$ cat config.mk
export PLATFORM = sky130hd
export DESIGN_NAME = fepm_common
export DESIGN_NICKNAME = d
export VERILOG_FILES = /design/src/hdl/fepm_pkg.sv /design/src/hdl/fepm_common.sv
export VERILOG_INCLUDE_DIRS = /design/src /design/src/hdl
export SDC_FILE = /design/constraint.sdc
export NUM_CORES = 1
export LEC_CHECK = 0
export ABC_AREA = 1
export BUFFER_PORTS_ARGS = -buffer_cell sky130_fd_sc_hd__buf_2
export CORE_ASPECT_RATIO = 1.25
export CORE_MARGIN = 2
export CORE_UTILIZATION = 44
export CTS_CLUSTER_SIZE = 12
export DETAILED_ROUTE_END_ITERATION = 16
export GPL_TIMING_DRIVEN = 0
export SLEW_MARGIN = 15
export SYNTH_ARGS = -nofsm -noshare
export SYNTH_HDL_FRONTEND = slang
export SYNTH_SLANG_ARGS = --single-unit
$ cat constraint.sdc
create_clock -name clk_in -period 3.9 [get_ports clk_in]
set_input_delay 0.195 -clock clk_in [delete_from_list [all_inputs] [get_ports clk_in]]
set_output_delay 0.195 -clock clk_in [all_outputs]
set_load 0.05 [all_outputs]
$ cat src/hdl/fepm_cfg.svh
// Purpose: Constants for the common clock and shared timebase block
// Assumes: 16-bit registers in the low bits of a plain register port
// Notes:   Each rule below except R3 and R15 is tagged where the logic or the bench carries it out
// Operation
// Lock bit changes only after key 0x55 then 0xAA, then one write.
// While lock is one, writes to protected registers and bits are ignored.
// Software should not change configuration or clock source while running.
// Generator four outputs drive dedicated and remappable pins together.
// High and low pin enables gate dedicated and remapped pins together.
// Remappable peripheral outputs override generator four on dedicated pins.
// Remappable inputs never reach dedicated pins while generator four active.
// Top bit of clock control shows fine-edge ready.
// Error bit set on fine-edge failure; full resolution needs ready, no error.
// Divider field: 11 is 1:16, 10 is 1:8, 01 is 1:4, 00 is 1:2.
// Source field: 11 aux PLL, 10 primary PLL, 01 aux VCO half, 00 osc.
// Each PWM clock adds step to accumulator; pulse when above min period.
// Sixteen-bit minimum-period register holds shortest scaled period.
// Shared phase, duty and period registers, read-write, reset to zero.
// Software must not program shared period below 0x0010.
// Unimplemented bits ignore writes and read as zero.
// First core instance has four generators, second has eight.
// On a pulse the minimum period is subtracted, keeping the remainder.
// Lock resets to zero; writes outside the key sequence leave it alone.
`ifndef FEPM_CFG_SVH
`define FEPM_CFG_SVH
// Register offsets
`define FEPM_OFS_CLKCON   4'h0
`define FEPM_OFS_FREQUENCY_SCALE_STEP     4'h1
`define FEPM_OFS_FSMIN    4'h2
`define FEPM_OFS_PHASE    4'h3
`define FEPM_OFS_DUTY     4'h4
`define FEPM_OFS_PERIOD   4'h5
`define FEPM_OFS_KEY      4'h6
`define FEPM_OFS_INT_STAT 4'h7
`define FEPM_OFS_INT_EN   4'h8
`define FEPM_OFS_INT_CLR  4'h9
// Clock control fields
`define FEPM_BIT_READY    15
`define FEPM_BIT_ERROR    14
`define FEPM_BIT_LOCK     8
`define FEPM_CLKCON_WMASK 16'h0033
// Unlock keys
`define FEPM_KEY_FIRST    8'h55
`define FEPM_KEY_SECOND   8'hAA
// Interrupt bits
`define FEPM_IRQ_READY    0
`define FEPM_IRQ_ERROR    1
`define FEPM_IRQ_PULSE    2
`define FEPM_IRQ_WIDTH    3
`endif

$ cat src/hdl/fepm_pkg.sv
// Purpose: Types for the common clock and shared timebase block
// Assumes: fepm_cfg.svh holds the numbers
// Notes:   Key sequence states are one-hot
package fepm_pkg;
  typedef enum logic [2:0] {
    FEPM_KEY_IDLE = 3'b001,
    FEPM_KEY_GOT1 = 3'b010,
    FEPM_KEY_OPEN = 3'b100
  } fepm_key_state_t;
  typedef logic [15:0] fepm_word_t;
endpackage

$ cat src/hdl/fepm_common.sv
// Purpose: Common clock control, scaling accumulator, shared values, gen four pins
// Assumes: Source clocks arrive as enables on the single system clock
// Notes:   Registers on a plain port; read data one cycle after the strobe
`timescale 1ns/100ps
`include "fepm_cfg.svh"
module fepm_common #(
  parameter int NUM_GEN = 4
) (
  // Clock and reset
  input  wire logic               clk_in,
  input  wire logic               rst_n_in,
  // Register port
  input  wire logic [3:0]         addr_in,
  input  wire fepm_pkg::fepm_word_t wdata_in,
  input  wire logic               wr_in,
  input  wire logic               rd_in,
  output logic [15:0]             rdata_out,
  // Source clock enables: osc, aux VCO half, primary PLL, aux PLL
  input  wire logic [3:0]         src_tick_in,
  // Fine-edge circuit status
  input  wire logic               fine_ready_in,
  input  wire logic               fine_fail_in,
  // Generator four raw outputs and state
  input  wire logic               gen_four_high_in,
  input  wire logic               gen_four_low_in,
  input  wire logic               gen_four_on_in,
  input  wire logic               high_output_pin_enable_in,
  input  wire logic               low_output_pin_enable_in,
  // Remappable routing of generator four and peripheral override
  input  wire logic               remap_high_sel_in,
  input  wire logic               remap_low_sel_in,
  input  wire logic [1:0]         periph_ovr_en_in,
  input  wire logic [1:0]         periph_ovr_val_in,
  input  wire logic [1:0]         remap_in_req_in,
  // Clocks and shared values to generators
  output logic                    pwm_clk_tick_out,
  output logic                    scaled_tick_out,
  output logic                    full_res_out,
  output logic [15:0]             shared_phase_out,
  output logic [15:0]             shared_duty_cycle_out,
  output logic [15:0]             shared_period_out,
  output logic                    lock_out,
  // Pins
  output logic                    gen_four_high_out,
  output logic                    gen_four_low_out,
  output logic                    gen_four_high_oe_out,
  output logic                    gen_four_low_oe_out,
  output logic                    remappable_pin_high_out,
  output logic                    remappable_pin_low_out,
  output logic                    remappable_pin_high_oe_out,
  output logic                    remappable_pin_low_oe_out,
  output logic [1:0]              remap_in_grant_out,
  output logic [NUM_GEN-1:0]      gen_present_out,
  // Interrupt
  output logic                    irq_out
);
  import fepm_pkg::*;

  // Register state
  fepm_key_state_t key_reg, key_next;
  logic       lock_reg, lock_next;
  logic [1:0] div_sel_reg, div_sel_next;
  logic [1:0] src_sel_reg, src_sel_next;
  logic       err_reg, err_next;
  logic       rdy_reg, rdy_next;
  logic       full_res_reg, full_res_next;
  fepm_word_t frequency_scale_step_reg, frequency_scale_step_next;
  fepm_word_t fsmin_reg, fsmin_next;
  fepm_word_t phase_reg, phase_next;
  fepm_word_t duty_reg, duty_next;
  fepm_word_t period_reg, period_next;
  logic [`FEPM_IRQ_WIDTH-1:0] ist_reg, ist_next;
  logic [`FEPM_IRQ_WIDTH-1:0] ien_reg, ien_next;
  logic [15:0] rdata_reg, rdata_next;
  // Clock path state
  logic [3:0] div_cnt_reg, div_cnt_next;
  logic       tick_reg, tick_next;
  logic [16:0] acc_reg, acc_next;
  logic       sc_tick_reg, sc_tick_next;
  // Pin state
  logic [9:0] pin_reg, pin_next;
  logic       irq_reg, irq_next;

  // Combinational helpers
  logic       src_tick;
  logic [3:0] div_last;
  logic [16:0] acc_sum;
  logic [`FEPM_IRQ_WIDTH-1:0] ev;
  logic       wr_open;

  // Generator presence flags
  genvar g;
  generate
    for (g = 0; g < NUM_GEN; g++) begin : g_present
      assign gen_present_out[g] = 1'b1;
    end
  endgenerate

  // Source and divider selection
  always_comb begin
    src_tick = src_tick_in[src_sel_reg];
    unique case (div_sel_reg)
      2'b00: div_last = 4'h1;
      2'b01: div_last = 4'h3;
      2'b10: div_last = 4'h7;
      2'b11: div_last = 4'hF;
    endcase
    acc_sum = acc_reg + {1'b0, frequency_scale_step_reg};
  end

  // Divider and scaling accumulator next state
  always_comb begin
    div_cnt_next = div_cnt_reg;
    tick_next    = 1'b0;
    acc_next     = acc_reg;
    sc_tick_next = 1'b0;
    if (src_tick) begin
      if (div_cnt_reg >= div_last) begin
        div_cnt_next = 4'h0;
        tick_next    = 1'b1;
      end else begin
        div_cnt_next = div_cnt_reg + 4'h1;
      end
    end
    if (tick_reg) begin
      if (acc_sum > {1'b0, fsmin_reg}) begin
        acc_next     = acc_sum - {1'b0, fsmin_reg};
        sc_tick_next = 1'b1;
      end else begin
        acc_next = acc_sum;
      end
    end
  end

  // Register writes, key sequence and status
  always_comb begin
    key_next    = key_reg;
    lock_next   = lock_reg;
    div_sel_next = div_sel_reg;
    src_sel_next = src_sel_reg;
    frequency_scale_step_next   = frequency_scale_step_reg;
    fsmin_next  = fsmin_reg;
    phase_next  = phase_reg;
    duty_next   = duty_reg;
    period_next = period_reg;
    ien_next    = ien_reg;
    rdy_next    = fine_ready_in;
    err_next    = err_reg | fine_fail_in;
    full_res_next = rdy_next & ~err_next;
    wr_open     = ~lock_reg;
    ev[`FEPM_IRQ_READY] = fine_ready_in & ~rdy_reg;
    ev[`FEPM_IRQ_ERROR] = fine_fail_in & ~err_reg;
    ev[`FEPM_IRQ_PULSE] = sc_tick_reg;
    ist_next = ist_reg;
    if (wr_in) begin
      // Any write other than the next key drops the sequence
      key_next = FEPM_KEY_IDLE;
      unique case (addr_in)
        `FEPM_OFS_KEY: begin
          if (wdata_in[7:0] == `FEPM_KEY_FIRST) begin
            key_next = FEPM_KEY_GOT1;
          end else if (wdata_in[7:0] == `FEPM_KEY_SECOND && key_reg == FEPM_KEY_GOT1) begin
            key_next = FEPM_KEY_OPEN;
          end
        end
        `FEPM_OFS_CLKCON: begin
          if (key_reg == FEPM_KEY_OPEN) begin
            lock_next = wdata_in[`FEPM_BIT_LOCK];
          end
          if (wr_open) begin
            div_sel_next = wdata_in[5:4];
            src_sel_next = wdata_in[1:0];
          end
        end
        `FEPM_OFS_FREQUENCY_SCALE_STEP:   if (wr_open) frequency_scale_step_next = wdata_in;
        `FEPM_OFS_FSMIN:  if (wr_open) fsmin_next = wdata_in;
        `FEPM_OFS_PHASE:  phase_next = wdata_in;
        `FEPM_OFS_DUTY:   duty_next = wdata_in;
        `FEPM_OFS_PERIOD: period_next = wdata_in;
        `FEPM_OFS_INT_EN: ien_next = wdata_in[`FEPM_IRQ_WIDTH-1:0];
        `FEPM_OFS_INT_CLR: ist_next = ist_reg & ~wdata_in[`FEPM_IRQ_WIDTH-1:0];
        default: ;
      endcase
    end
    ist_next = ist_next | ev; // Set wins over clear
    irq_next = |(ist_next & ien_next);
  end

  // Read mux, data one cycle after strobe
  always_comb begin
    rdata_next = 16'h0000;
    if (rd_in) begin
      unique case (addr_in)
        `FEPM_OFS_CLKCON: rdata_next = {rdy_reg, err_reg, 5'h00, lock_reg,
                                        2'h0, div_sel_reg, 2'h0, src_sel_reg};
        `FEPM_OFS_FREQUENCY_SCALE_STEP:     rdata_next = frequency_scale_step_reg;
        `FEPM_OFS_FSMIN:    rdata_next = fsmin_reg;
        `FEPM_OFS_PHASE:    rdata_next = phase_reg;
        `FEPM_OFS_DUTY:     rdata_next = duty_reg;
        `FEPM_OFS_PERIOD:   rdata_next = period_reg;
        `FEPM_OFS_INT_STAT: rdata_next = {13'h0000, ist_reg};
        `FEPM_OFS_INT_EN:   rdata_next = {13'h0000, ien_reg};
        default:            rdata_next = 16'h0000;
      endcase
    end
  end

  // Pin routing for generator four
  always_comb begin
    // Dedicated high: peripheral override first, else gated PWM
    pin_next[0] = periph_ovr_en_in[0] ? periph_ovr_val_in[0] : gen_four_high_in;
    pin_next[1] = periph_ovr_en_in[0] | high_output_pin_enable_in;
    pin_next[2] = periph_ovr_en_in[1] ? periph_ovr_val_in[1] : gen_four_low_in;
    pin_next[3] = periph_ovr_en_in[1] | low_output_pin_enable_in;
    pin_next[4] = gen_four_high_in;
    pin_next[5] = remap_high_sel_in & high_output_pin_enable_in;
    pin_next[6] = gen_four_low_in;
    pin_next[7] = remap_low_sel_in & low_output_pin_enable_in;
    pin_next[9:8] = gen_four_on_in ? 2'b00 : remap_in_req_in;
  end

  // All state registers
  always_ff @(posedge clk_in) begin
    if (!rst_n_in) begin
      key_reg     <= FEPM_KEY_IDLE;
      lock_reg    <= 1'b0;
      div_sel_reg <= 2'b00;
      src_sel_reg <= 2'b00;
      err_reg     <= 1'b0;
      rdy_reg     <= 1'b0;
      full_res_reg <= 1'b0;
      frequency_scale_step_reg    <= 16'h0000;
      fsmin_reg   <= 16'h0000;
      phase_reg   <= 16'h0000;
      duty_reg    <= 16'h0000;
      period_reg  <= 16'h0000;
      ist_reg     <= '0;
      ien_reg     <= '0;
      rdata_reg   <= 16'h0000;
      div_cnt_reg <= 4'h0;
      tick_reg    <= 1'b0;
      acc_reg     <= 17'h00000;
      sc_tick_reg <= 1'b0;
      pin_reg     <= 10'h000;
      irq_reg     <= 1'b0;
    end else begin
      key_reg     <= key_next;
      lock_reg    <= lock_next;
      div_sel_reg <= div_sel_next;
      src_sel_reg <= src_sel_next;
      err_reg     <= err_next;
      rdy_reg     <= rdy_next;
      full_res_reg <= full_res_next;
      frequency_scale_step_reg    <= frequency_scale_step_next;
      fsmin_reg   <= fsmin_next;
      phase_reg   <= phase_next;
      duty_reg    <= duty_next;
      period_reg  <= period_next;
      ist_reg     <= ist_next;
      ien_reg     <= ien_next;
      rdata_reg   <= rdata_next;
      div_cnt_reg <= div_cnt_next;
      tick_reg    <= tick_next;
      acc_reg     <= acc_next;
      sc_tick_reg <= sc_tick_next;
      pin_reg     <= pin_next;
      irq_reg     <= irq_next;
    end
  end

  // Outputs straight from flops
  assign rdata_out                  = rdata_reg;
  assign pwm_clk_tick_out           = tick_reg;
  assign scaled_tick_out            = sc_tick_reg;
  assign full_res_out               = full_res_reg;
  assign shared_phase_out           = phase_reg;
  assign shared_duty_cycle_out      = duty_reg;
  assign shared_period_out          = period_reg;
  assign lock_out                   = lock_reg;
  assign gen_four_high_out          = pin_reg[0];
  assign gen_four_high_oe_out       = pin_reg[1];
  assign gen_four_low_out           = pin_reg[2];
  assign gen_four_low_oe_out        = pin_reg[3];
  assign remappable_pin_high_out    = pin_reg[4];
  assign remappable_pin_high_oe_out = pin_reg[5];
  assign remappable_pin_low_out     = pin_reg[6];
  assign remappable_pin_low_oe_out  = pin_reg[7];
  assign remap_in_grant_out         = pin_reg[9:8];
  assign irq_out                    = irq_reg;
endmodule // fepm_common

After elaboration in Yosys (flattened, before gate mapping)
Cells that the tools add are included.
- bits in registers: 147
- output and inout bits: 83
- input port bits: 43
- equality and inequality tests: 16
- multiplexer cells: 17
- add/sub/neg operators: 3
- magnitude comparators: 3
- bitwise operators: 17
- reduce and logical (&&, ||, !) cells: 15
- operators with widths (cell ; count):
    $pmux 16 s8 ; 1
    $mux 3 ; 7
    $add 17x16->17 ; 1
    $gt 17x16->1 ; 1
    $mux 17 ; 1
    $sub 17x16->17 ; 1
    $eq 4x3->1 const B ; 4
    $pmux 4 s4 ; 1
    $reduce_and 2->1 ; 6
    $reduce_and 3->1 ; 4
    $eq 4x2->1 const B ; 2
    $eq 4x4->1 const B ; 2
    $eq 8x7->1 const B ; 1
    $eq 8x8->1 const B ; 1
    $and 3x3->3 ; 2
    $and 1x1->1 ; 5
    $mux 1 ; 5
    $not 1->1 ; 5
    $add 4x1->4 const B ; 1
    $eq 2x2->1 const B ; 2
    $eq 4x1->1 const B ; 1
    $ge 4x4->1 ; 1
    $logic_not 4->1 ; 1
    $mux 4 ; 1
    12 further kinds ; 14

Logic depth before layout (Yosys ltp)
Gate-level depths: netlist of the first run.
- depth after elaboration: 7
- depth in mapped cells: 25

Worst setup path after synthesis of the first run
Ideal clock, no wire load.
- kind: reg-to-reg
- start: register frequency_scale_step_reg[0]
- end: register acc_reg[7]
- buffers on the path: 1
- setup slack: 0.852 ns
- period minus slack after synthesis: 3.048 ns
- arrival: 2.926 ns
- stages on the path, launching flop included: 21
- setup time: 0.122 ns
- cell sequence: dfxtp_1 > ha_1 > fa_1 > nand3_1 > nand2_1 > nand2_1 > nand2_2 > a21oi_1 > xnor2_1 > ha_1 > a21oi_1 > nand2_1 > a21oi_1 > nand2_2 > nand2_2 > nand2_2 > nand2_4 > nand3_2 > buf_4 > nor2_1 > nor3_2
- word-level cells in the longest chain between the ends: 3
- elaborated cells between the ends (all ways): 4
- ends and longest elaborated chain (what ; RTL line ; text):
    from (decl) ; fepm_common.sv:67 ; fepm_word_t frequency_scale_step_reg, frequency_scale_step_next;
    from (signal assigned) ; fepm_common.sv:254 ; frequency_scale_step_reg <= frequency_scale_step_next;
    $add 17x16->17 (*) ; fepm_common.sv:108 ; acc_sum = acc_reg + {1'b0, frequency_scale_step_reg};
    $sub 17x16->17 / $gt 17x16->1 (equally long branches) ; fepm_common.sv:127, fepm_common.sv:126 ;
    $mux 17 (*) ; fepm_common.sv:126 ; if (acc_sum > {1'b0, fsmin_reg}) begin
    to (signal assigned) ; fepm_common.sv:264 ; acc_reg <= acc_next;
    to (decl) ; fepm_common.sv:78 ; logic [16:0] acc_reg, acc_next;
Every way passes the cells marked *; elsewhere a longest branch is shown, timed or not.
A chain may end at the register's enable or synchronous reset.

Final worst setup path of the first run
- start: register frequency_scale_step_reg[0]
- end: register acc_reg[5]
The elaborated chain is that of the path after synthesis.

==> results of run 1 <==
## power by group through the flow
| stage | Sequential, mW | Combinational (mW) | Clock [mW] |
|---|---|---|---|
| finish | 1.59 | 0.925 | 1.65 |
| global route | 1.60 | 1.03 | 1.74 |
| CTS | 1.59 | 0.922 | 1.66 |
| detailed placement | 1.62 | 0.909 | 0 |
| global placement | 1.62 | 0.907 | 0 |
| floorplan | 1.68 | 0.621 | 0 |
## cell type report
type | count | area (um^2) | share of cell area (%)
buffer | 42 | 190.2 | 2.100
clock buffer | 18 | 439.2 | 4.849
clock inverter | 14 | 155.1 | 1.713
inverter | 143 | 536.8 | 5.926
multi-input combinational | 690 | 3812 | 42.09
sequential | 147 | 2943 | 32.49
tap | 220 | 275.3 | 3.039
timing repair buffer | 130 | 705.7 | 7.791
## per-stage QoR
step | std cells | area, um^2
finish | 1404 | 9057
global route | 1404 | 9057
detailed placement | 1361 | 8353
CTS | 1404 | 9057
floorplan | 1022 | 7482
global placement | 1361 | 8353
## metal layers
layer	part of all wire, %	vias to the layer above
li1	-	3691
met1	41	3538
met2	51	259
met3	5.1	50
met4	3.5	0
met5	0	-
## worst min-delay path by stage
stage	from	endpoint	slack, ns	depth (start not counted)
CTS	periph_ovr_en_in[0]	pin_reg[0]$_SDFF_PN0_	0.002	3
global route	low_output_pin_enable_in	pin_reg[3]$_SDFF_PN0_	0.02	3
global placement	gen_four_on_in	pin_reg[9]$_SDFF_PP0_	0.38	2
detailed placement	gen_four_on_in	pin_reg[9]$_SDFF_PP0_	0.38	2
floorplan	gen_four_on_in	pin_reg[8]$_SDFF_PP0_	0.27	1
finish	periph_ovr_en_in[0]	pin_reg[0]$_SDFF_PN0_	0.01	3
## cells in the mapped netlist, types with 8 or more instances
master / number / share of area (%)
nand4_1: 11 / 0.92
inv_1: 141 / 7.1
nand2_2: 8 / 0.67
nor3_2: 8 / 1.1
o21ai_0: 95 / 6.4
nand2_1: 157 / 7.9
o22ai_1: 26 / 2.2
nor2_2: 10 / 0.84
nand3_1: 40 / 2.7
clkbuf_1: 31 / 1.6
a21oi_1: 131 / 8.8
nor3_1: 10 / 0.67
nor2_1: 76 / 3.8
a221oi_1: 13 / 1.5
dfxtp_1: 147 / 39
ha_1: 36 / 6.0
xor2_1: 24 / 2.8
## worst reg2reg max path: cells and delay by family (launching register included)
kind,cells,cell delay (ns)
buffers and inverters,1,0.21
adders and majority gates,3,0.98
DFF,1,0.34
xor gates and xnor gates,1,0.16
and+or+nand+nor,12,1.18
AOI/OAI and AO/OA,3,0.61
## cell families (layout without fill, tap and decap cells)
family / Yosys count / after routing
and+or+nand+nor: 337 / 337
AOI/OAI and AO/OA: 283 / 283
buffers and inverters: 185 / 347
DFF: 147 / 147
adders and majority gates: 38 / 38
xor gates and xnor gates: 28 / 28
other: 1 / 4
==> run_results.csv, run 1 <==
group,metric,value,unit
status,status,"finished clean",
clocking,htree_levels,4,
power_and_ir_drop,peakVddDrop,0.2166,mV
critical_path,endpoint_kind,"register",
global_routing,grt_pass1_wl,39.36,mm
floorplan,core-area,16710,um^2
global_routing,use_met1,34.24,%
power_and_ir_drop,combPwrFrac,22.2,%
sta,relSlewSlack,43.45,%
detailed_routing,dr.pass1.iters,5,
global_routing,antenna_found_initial,0,
logic_synthesis,ys_types,47,
detailed_routing,ant_nets,0,
critical_path,critPathKind,"reg -> reg",
logic_synthesis,synth_top_family_by_area,"compound AO/OA/AOI/OAI gates",
global_routing,grt_use_met3,4.116,%
logic_synthesis,ys_ff_latch,147,
detailed_routing,drt-initial-drc-count,574,
logic_synthesis,synth-compound-area-share,20.68,%
clocking,cts-root-buf,"clkbuf_16",
clocking,clockBufferDepth,2,
sta,clock_skew,0.009162,ns
critical_path,r2r_start,"frequency_scale_step_reg[0]$_SDFFE_PN0P_",
logic_synthesis,synth_async_sr_flop_share,0,%
global_routing,grt_max_degree,17,
placement,post-dp-hpwl,19.69,mm
critical_path,path_cells,"ha_1 -> fa_1 -> nand3_1 -> nand2_1 -> nand2_1 -> nand2_2 -> a21oi_1 -> xnor2_1 -> ha_1 -> a21oi_1 -> nand2_1 -> a21oi_1 -> nand2_2 -> nand2_2 -> nand2_2 -> nand2_4 -> nand3_2 -> buf_4 -> nor2_1 -> nor3_2",
power_and_ir_drop,power_density,460.1,nW/um^2
clocking,cts_sinks,147,
layout,mostFrequentLayoutCell,"nand2_1",
critical_path,startpoint_type,"register",
logic_synthesis,avgSynthCellArea,7.332,um^2
layout,nFillCells,1676,
clocking,cts.hold.buffers_added,11,
layout,antenna_cells,0,
floorplan,dieArea,18040,um^2
critical_path,critPathBufInv,1,
layout,final_layout_size_suffix_gt1_share,16.55,%
clocking,cts_setup_buffers,0,
critical_path,cp.required,4.20,ns
layout,largest_register_ffs,17,
logic_synthesis,synthFlopType,"dfxtp_1",
placement,post-place-ws,0.3375,ns
critical_path,reg2reg_to,"acc_reg[5]$_SDFFE_PN0P_",
logic_synthesis,synth-edff-count,0,
clocking,numCtsBuffers,17,
power_and_ir_drop,total_power,4.167,mW
critical_path,cpMostUsedCell,"nand2_2",
layout,nets,1252,
logic_synthesis,synth-xor-area-share,3.283,%
floorplan,row_count,53,
sta,setup_viol,0,
run,maxCapViolCount,0,
sta,fmax,0.2796,GHz
floorplan,initial_utilization,44.71,%
critical_path,crit_end,"acc_reg[5]$_SDFFE_PN0P_",
sta,finalSetupTns,0,ns
logic_synthesis,ys_seq_area_share,39.39,%
clocking,clk_latency,0.42,ns
worst_hold_path,hold_path_class,"in -> reg",
critical_path,slowest_delay,0.42,ns
clocking,cts_tree,"done",
clocking,cts_resized,0,
sta,slew_viol_final,0,
floorplan,dieHeight,149.7,um
sta,fin_ws,0.3234,ns
critical_path,crit_fanout,10,
floorplan,die_w,120.6,um
global_routing,track_usage,28.80,%
logic_synthesis,synth-simple-area-share,20.30,%
critical_path,r2r_cells,20,
detailed_routing,post_drt_wl_per_cell,18.34,um
detailed_routing,vias_per_cell,5.369,
power_and_ir_drop,p_int,2.822,mW
power_and_ir_drop,power_leakage,4.081,nW
sta,fin_crit,3.577,ns
critical_path,ff2ff_setup_slack,0.32,ns
logic_synthesis,synthAdderAreaFrac,6.565,%
sta,rsz0062_at_grt,"false",
global_routing,first_global_vias,7307,
detailed_routing,drc,0,
logic_synthesis,syn_inst,1019,
logic_synthesis,yosys_warnings,0,
sta,holdWs,0.01128,ns
logic_synthesis,synth_mux_area_share,0,%
critical_path,cp_top_family,"simple AND/OR/NAND/NOR gates",
critical_path,cp_slowest_cell,"fa_1",
placement,gp_congestion,0.9766,
placement,port_buffers,119,
detailed_routing,wl,25.75,mm
global_routing,grt.busiest_layer,"met2",
sta,fin_crit_sh,91.71,%
critical_path,crit_cells,20,
power_and_ir_drop,clkPwrFrac,39.6,%
power_and_ir_drop,p_switching,1.345,mW
layout,layout-area-overhead-vs-synth,21.24,%
global_routing,grt_overflow,0,
logic_synthesis,syn-cell-area,7471,um^2
detailed_routing,vias,7538,
layout,final_cell_mix,"nand2_1, dfxtp_1, inv_1",
sta,hold_violations,0,
critical_path,setup.worst_path.start,"frequency_scale_step_reg[0]$_SDFFE_PN0P_",
layout,final_util,54.20,%
sta,worst_slew_pin_slew,0.8482,ns
power_and_ir_drop,power_frac_seq,38.2,%
global_routing,met2_usage,51.24,%
clocking,path_clk_slew,0.06,ns
critical_path,crit_arrival,3.88,ns
floorplan,ios,126,
power_and_ir_drop,p_sw_share,32.27,%
Note: power is estimated with default switching activity, not from simulation.
==> run 2: changes to the inputs <==
- ABC_AREA: 1 -> unset
==> run 2 against run 1 <==
  * Combinational power rose by 7.2%
  * Core utilization up 2.3 points
  * Setup slack got worse by 0.28 ns
  * Critical endpoint is now acc_reg[15]$_SDFFE_PN0P_
  * Sequential share of layout area fell by 1.2 points
  * First-iteration DRC count decreased by 6.1%
  * Cell area is 4.2% higher
  * Largest power group unchanged
  * Sequential power about the same
  * Highest routed layer unchanged
==> run_results.csv, run 2 <==
group,metric,value,unit
logic_synthesis,synth.most_common_cell,"nand2_1",
placement,port_buffers,115,
global_routing,grt_pass1_wl,38.38,mm
critical_path,crit_arrival,4.18,ns
detailed_routing,drt-initial-drc-count,539,
worst_hold_path,hold_start,"periph_ovr_val_in[1]",
layout,mostFrequentLayoutCell,"nand2_1",
clocking,clk_latency,0.43,ns
critical_path,path_cells,"ha_4 -> buf_4 -> a211oi_4 -> o21ai_2 -> a31oi_1 -> o21ai_0 -> a21oi_1 -> xnor2_1 -> ha_2 -> nand3_2 -> or4_4 -> a21oi_4 -> nor2_4 -> a21o_1 -> buf_6 -> and4b_1 -> a221o_1",
global_routing,antenna_found_initial,0,
layout,final_cell_mix,"nand2_1, dfxtp_1, buf_2",
sta,clock_skew,0.01274,ns
sta,setup_viol,0,
logic_synthesis,ys_types,74,
status,status,"finished clean",
worst_hold_path,hold_path_end,"pin_reg[2]$_SDFF_PN0_",
floorplan,dieArea,18000,um^2
critical_path,reg2reg_to,"acc_reg[15]$_SDFFE_PN0P_",
logic_synthesis,syn-cell-area,7452,um^2
power_and_ir_drop,power_leakage,3.735,nW
detailed_routing,drc,0,
critical_path,cp_top_family,"compound AO/OA/AOI/OAI gates",
floorplan,row_count,53,
detailed_routing,vias_per_cell,5.652,
layout,final_layout_size_suffix_gt1_share,21.82,%
clocking,cts_tree,"done",
sta,fin_crit_sh,98.99,%
critical_path,startpoint_type,"register",
sta,fin_crit,3.860,ns
layout,final_util,56.47,%
detailed_routing,post_drt_wl_per_cell,18.66,um
sta,hold_violations,0,
logic_synthesis,ys_seq_area_share,39.49,%
logic_synthesis,ys_ff_latch,147,
placement,place_area,8320,um^2
detailed_routing,wl,24.79,mm
critical_path,critPathBufInv,2,
global_routing,grt_max_degree,17,
logic_synthesis,synthFlopType,"dfxtp_1",
detailed_routing,ant_nets,0,
worst_hold_path,whs_path_depth,3,
sta,slew_viol_final,0,
critical_path,r2r_start,"frequency_scale_step_reg[0]$_SDFFE_PN0P_",
power_and_ir_drop,power_density,453.6,nW/um^2
layout,largest_register_ffs,17,
sta,rsz0062_at_grt,"true",
layout,nets,1177,
power_and_ir_drop,peakVddDrop,0.2683,mV
logic_synthesis,avgSynthCellArea,8.039,um^2
layout,antenna_cells,0,
floorplan,die_w,120.4,um
critical_path,cp_slowest_cell,"or4_4",
critical_path,r2r_cells,17,
logic_synthesis,synthTopCellsByArea,"dfxtp_1, nand2_1, a21oi_1",
layout,layout-area-overhead-vs-synth,26.63,%
sta,relSlewSlack,27.47,%
floorplan,dieHeight,149.5,um
sta,fin_ws,0.03953,ns
logic_synthesis,synthTopCellsByCount,"nand2_1, dfxtp_1, a21oi_1, clkbuf_1",
clocking,cts_sinks,147,
logic_synthesis,synth-edff-count,0,
sta,worst_slew_pin_slew,1.086,ns
critical_path,critPathKind,"reg -> reg",
logic_synthesis,yosys_warnings,0,
global_routing,grt_overflow,0,
clocking,cts-root-buf,"clkbuf_16",
power_and_ir_drop,total_power,4.281,mW
clocking,path_clk_slew,0.06,ns
layout,stdcell_count,1329,
global_routing,first_global_vias,7109,
layout,stdcell_area,9437,um^2
placement,dp.cells,1265,
detailed_routing,vias,7511,
placement,post-place-ws,-0.4934,ns
placement,post-dp-hpwl,18.43,mm
logic_synthesis,synth_top_area_share,39.49,%
detailed_routing,dr.pass1.iters,7,
logic_synthesis,syn_inst,927,
worst_hold_path,hold_path_class,"in -> reg",
critical_path,crit_fanout,9,
critical_path,slowest_delay,0.54,ns
clocking,htree_levels,4,
critical_path,cp.required,4.22,ns
clocking,numCtsBuffers,17,
run,maxCapViolCount,0,
placement,gp_congestion,0.8976,
critical_path,endpoint_kind,"register",
critical_path,ff2ff_setup_slack,0.04,ns
floorplan,ios,126,
logic_synthesis,yosysTopAreaCell,"dfxtp_1",
floorplan,initial_utilization,44.59,%
clocking,clockBufferDepth,2,
floorplan,core-area,16710,um^2
global_routing,track_usage,27.30,%
sta,fmax,0.2590,GHz
logic_synthesis,synth_async_sr_flop_share,0,%
## run 2: changes by cell type in the layout (fill, tap and decap cells not counted), moves of 10 or more
cell / change
a21oi_1: -19
o21ai_0: -65
nand2_1: +52
xnor2_1: +10
nand3_1: -19
o22ai_1: -24
xor2_1: -13
buf_4: +19
nor2_2: -10
nor2_1: -43
a221oi_1: -13
a31oi_1: +25
a22oi_1: +30
inv_1: -115
## run 2: cell type report
type                            count  area (um^2)
Clock inverter                     14        166.4
Buffer                             54        274.0
Tap cell                          220        275.3
Inverter                           26        97.59
Timing Repair Buffer              147        847.1
Fill cell                        1596         7274
Multi-Input combinational cell    703         4383
Sequential cell                   147         2954
Clock buffer                       18        439.2
## run 2: kinds of logic (layout without fill, tap and decap cells)
family / after synthesis / after routing / share of synthesized area (%)
AND/OR/NAND/NOR: 349 / 349 / 21.64
flip-flops: 147 / 147 / 39.49
XOR/XNOR: 27 / 27 / 3.173
buffers and inverters: 80 / 259 / 4.852
multiplexers: 9 / 9 / 1.377
other: 1 / 4 / 0.05032
adder cells (fa/ha/maj): 38 / 38 / 6.582
AO/OA/AOI/OAI: 276 / 276 / 22.83
## run 2: how the worst max path moves through the flow
stage | from | end | slack, ns | cells past startpoint
6_report | frequency_scale_step_reg[0]$_SDFFE_PN0P_ | acc_reg[15]$_SDFFE_PN0P_ | 0.04 | 17
2_1_floorplan | frequency_scale_step_reg[0]$_SDFFE_PN0P_ | acc_reg[15]$_SDFFE_PN0P_ | 0.09 | 16
3_5_place_dp | frequency_scale_step_reg[0]$_SDFFE_PN0P_ | acc_reg[12]$_SDFFE_PN0P_ | -0.49 | 17
4_1_cts | frequency_scale_step_reg[0]$_SDFFE_PN0P_ | acc_reg[15]$_SDFFE_PN0P_ | 0.01 | 16
3_3_place_gp | frequency_scale_step_reg[0]$_SDFFE_PN0P_ | acc_reg[12]$_SDFFE_PN0P_ | -0.50 | 17
5_1_grt | frequency_scale_step_reg[0]$_SDFFE_PN0P_ | acc_reg[15]$_SDFFE_PN0P_ | -0.07 | 16
## run 2: timing repair
action                                  in CTS  in global routing
pin swaps                                   12                 23
buffers inserted                            10                 11
hold buffers                                11                  0
endpoints found under the setup margin      18                 17
resized for setup                           31                 24
hold endpoints to repair                    10                  0
gates cloned                                 0                  0
## run 2: worst min-delay path, stage by stage
cell,delay (ns)
buf_2,0.07
mux2i_1,0.06
nor2_1,0.07
## run 2: stage by stage
| stage | hold slack [ns] | setup TNS [ns] |
|---|---|---|
| 5_1_grt | 0.01339 | -0.1655 |
| 3_5_place_dp | 0.3914 | -7.104 |
| 2_1_floorplan | 0.2711 | 0 |
| 4_1_cts | 0.001329 | 0 |
| 6_report | 0.009469 | 0 |
| 3_3_place_gp | 0.3839 | -7.233 |
## run 2: power breakdown
| part | switching (mW) | internal (mW) |
|---|---|---|
| registers | 0.0316 | 1.54 |
| clock network | 0.736 | 0.983 |
| logic | 0.608 | 0.384 |
| total | 1.38 | 2.91 |
## run 2: layer usage
metal / share of wire (%) / up-vias / track usage [%]
li1: - / 3625 / -
met1: 43 / 3550 / 35.16
met2: 49 / 291 / 46.55
met3: 5.6 / 45 / 4.116
met4: 2.3 / 0 / 9.360
met5: 0 / - / 0
==> run 3: changes to the inputs <==
- SETUP_SLACK_MARGIN: unset -> 0.2
==> run 3 against run 2 <==
  * Clock skew decreased by 0.0028 ns
  * First-iteration DRC count is 25% higher
  * Combinational power up 7%
  * Cell count barely moved
  * Register-to-register slack better by 0.05 ns
  * Sequential share of layout area about the same
  * Sequential power is essentially flat
  * Via count up 0.40%
  * Critical path type unchanged
  * Largest power group unchanged
  * Highest routed layer unchanged
==> run_results.csv, run 3 (synthesis results as in run 2) <==
group,metric,value,unit
status,status,"finished clean",
sta,hold_violations,0,
layout,largest_register_ffs,17,
sta,slew_viol_final,0,
global_routing,first_global_vias,7228,
global_routing,antenna_found_initial,0,
critical_path,critPathKind,"reg -> reg",
layout,stdcell_area,9442,um^2
floorplan,ios,126,
critical_path,path_cells,"ha_1 -> a211oi_2 -> o21ai_2 -> a31oi_2 -> o21ai_1 -> a21oi_2 -> xnor2_2 -> ha_4 -> nand3_2 -> or4_4 -> a21oi_4 -> nor2_4 -> a21o_1 -> buf_6 -> and4b_1 -> a221o_1",
worst_hold_path,whs_path_depth,3,
placement,place_area,8335,um^2
clocking,clockBufferDepth,2,
floorplan,core-area,16710,um^2
layout,antenna_cells,0,
sta,clock_skew,0.009968,ns
detailed_routing,wl,24.80,mm
worst_hold_path,hold_path_class,"in -> reg",
clocking,clk_latency,0.42,ns
critical_path,slowest_delay,0.54,ns
sta,finalSetupTns,0,ns
floorplan,dieArea,18000,um^2
sta,relSlewSlack,24.87,%
clocking,cts_tree,"done",
layout,final_cell_mix,"nand2_1, dfxtp_1, buf_2",
clocking,cts_sinks,147,
critical_path,cp_slowest_cell,"or4_4",
critical_path,cp.required,4.21,ns
critical_path,critPathBufInv,1,
clocking,cts-root-buf,"clkbuf_16",
critical_path,setup.worst_path.start,"frequency_scale_step_reg[1]$_SDFFE_PN0P_",
global_routing,track_usage,27.24,%
worst_hold_path,hold_start,"periph_ovr_en_in[1]",
placement,gp_congestion,0.8748,
power_and_ir_drop,power_density,456.3,nW/um^2
global_routing,grt_max_degree,17,
critical_path,cp_top_family,"compound AO/OA/AOI/OAI gates",
sta,worst_slew_pin_slew,1.118,ns
clocking,path_clk_slew,0.07,ns
critical_path,ff2ff_setup_slack,0.09,ns
layout,mostFrequentLayoutCell,"nand2_1",
sta,fin_crit,3.815,ns
critical_path,crit_arrival,4.13,ns
power_and_ir_drop,power_leakage,3.730,nW
detailed_routing,dr.pass1.iters,5,
clocking,numCtsBuffers,17,
sta,fmax,0.2621,GHz
floorplan,row_count,53,
layout,layout-area-overhead-vs-synth,26.70,%
detailed_routing,drt-initial-drc-count,674,
floorplan,die_w,120.4,um
detailed_routing,drc,0,
critical_path,crit_cells,16,
clocking,htree_levels,4,
layout,nets,1178,
layout,final_layout_size_suffix_gt1_share,22.97,%
critical_path,r2r_cells,16,
critical_path,endpoint_kind,"register",
run,maxCapViolCount,0,
placement,post-dp-hpwl,18.41,mm
power_and_ir_drop,peakVddDrop,0.2925,mV
detailed_routing,vias_per_cell,5.670,
detailed_routing,post_drt_wl_per_cell,18.65,um
sta,rsz0062_at_grt,"true",
critical_path,startpoint_type,"register",
detailed_routing,ant_nets,0,
floorplan,dieHeight,149.5,um
global_routing,grt_overflow,0,
floorplan,initial_utilization,44.59,%
sta,setup_viol,0,
detailed_routing,vias,7541,
global_routing,grt_pass1_wl,38.19,mm
sta,fin_crit_sh,97.81,%
critical_path,crit_fanout,5,
critical_path,r2r_start,"frequency_scale_step_reg[1]$_SDFFE_PN0P_",
placement,port_buffers,115,
==> run 3: cell types whose count changed in the layout (fill, tap and decap cells not counted), sizes merged <==
| cell | previous run | this run |
|---|---|---|
| buf | 148 | 153 |
| clkbuf | 59 | 58 |
| clkinv | 4 | 3 |
| clkinvlp | 0 | 2 |
| dlygate4sd3 | 11 | 7 |
==> run 3: path summary, 6_finish.rpt <==
kind,endpoint
worst max-delay path,acc_reg[15]$_SDFFE_PN0P_
worst min-delay path,pin_reg[3]$_SDFF_PN0_
worst max register to register,acc_reg[15]$_SDFFE_PN0P_
worst min register to register,shared_period_out[14]$_SDFFE_PN0P_
==> run 3: layout make-up <==
| class | count | area [um^2] |
|---|---|---|
| Sequential cell | 147 | 2954 |
| Inverter | 26 | 97.59 |
| Buffer | 54 | 282.8 |
| Tap cell | 220 | 275.3 |
| Multi-Input combinational cell | 703 | 4399 |
| Clock inverter | 15 | 168.9 |
| Timing Repair Buffer | 148 | 838.3 |
| Clock buffer | 17 | 425.4 |
| Fill cell | 1649 | 7269 |
==> run 3: repair_timing <==
action,4_1_cts,5_1_grt
gates cloned,2,0
buffers inserted,14,10
endpoints found under the setup margin,18,18
resized for setup,30,30
hold buffers,7,0
pin swaps,25,22
hold endpoints to repair,8,0
==> run 3: report_power, final <==
group          switching (mW)  internal, mW  total, mW
Clock                   0.718         0.962       1.68
Combinational           0.627         0.430       1.06
Sequential             0.0314          1.54       1.57
Total                    1.38          2.93       4.31
==> run 3: stage by stage <==
step / hold slack [ns] / instances / setup slack, ns / utilization (%) / power [mW]
finish: 0.01657 / 1330 / 0.08527 / 56.50 / 4.308
floorplan: 0.2711 / 930 / 0.2251 / - / 2.221
global route: 0.01408 / 1330 / -0.01813 / 56.50 / 4.459
CTS: 0.004201 / 1320 / 0.06829 / 55.12 / 4.249
detailed placement: 0.3802 / 1265 / -0.4463 / 49.88 / 2.447
global placement: 0.3761 / 1265 / -0.4243 / 49.84 / 2.447
==> run 3: worst min-delay path, delay by kind of cell <==
family | cells | cell delay [ns]
AND/OR/NAND/NOR | 2 | 0.11
buffers and inverters | 1 | 0.10
==> run 3: metal layers <==
| layer | global-route usage [%] | routed length, um | up-vias |
|---|---|---|---|
| li1 | - | - | 3633 |
| met1 | 34.62 | 10700 | 3565 |
| met2 | 46.53 | 12120 | 289 |
| met3 | 3.620 | 1350 | 54 |
| met4 | 11.10 | 627 | 0 |
| met5 | 0 | 0 | - |
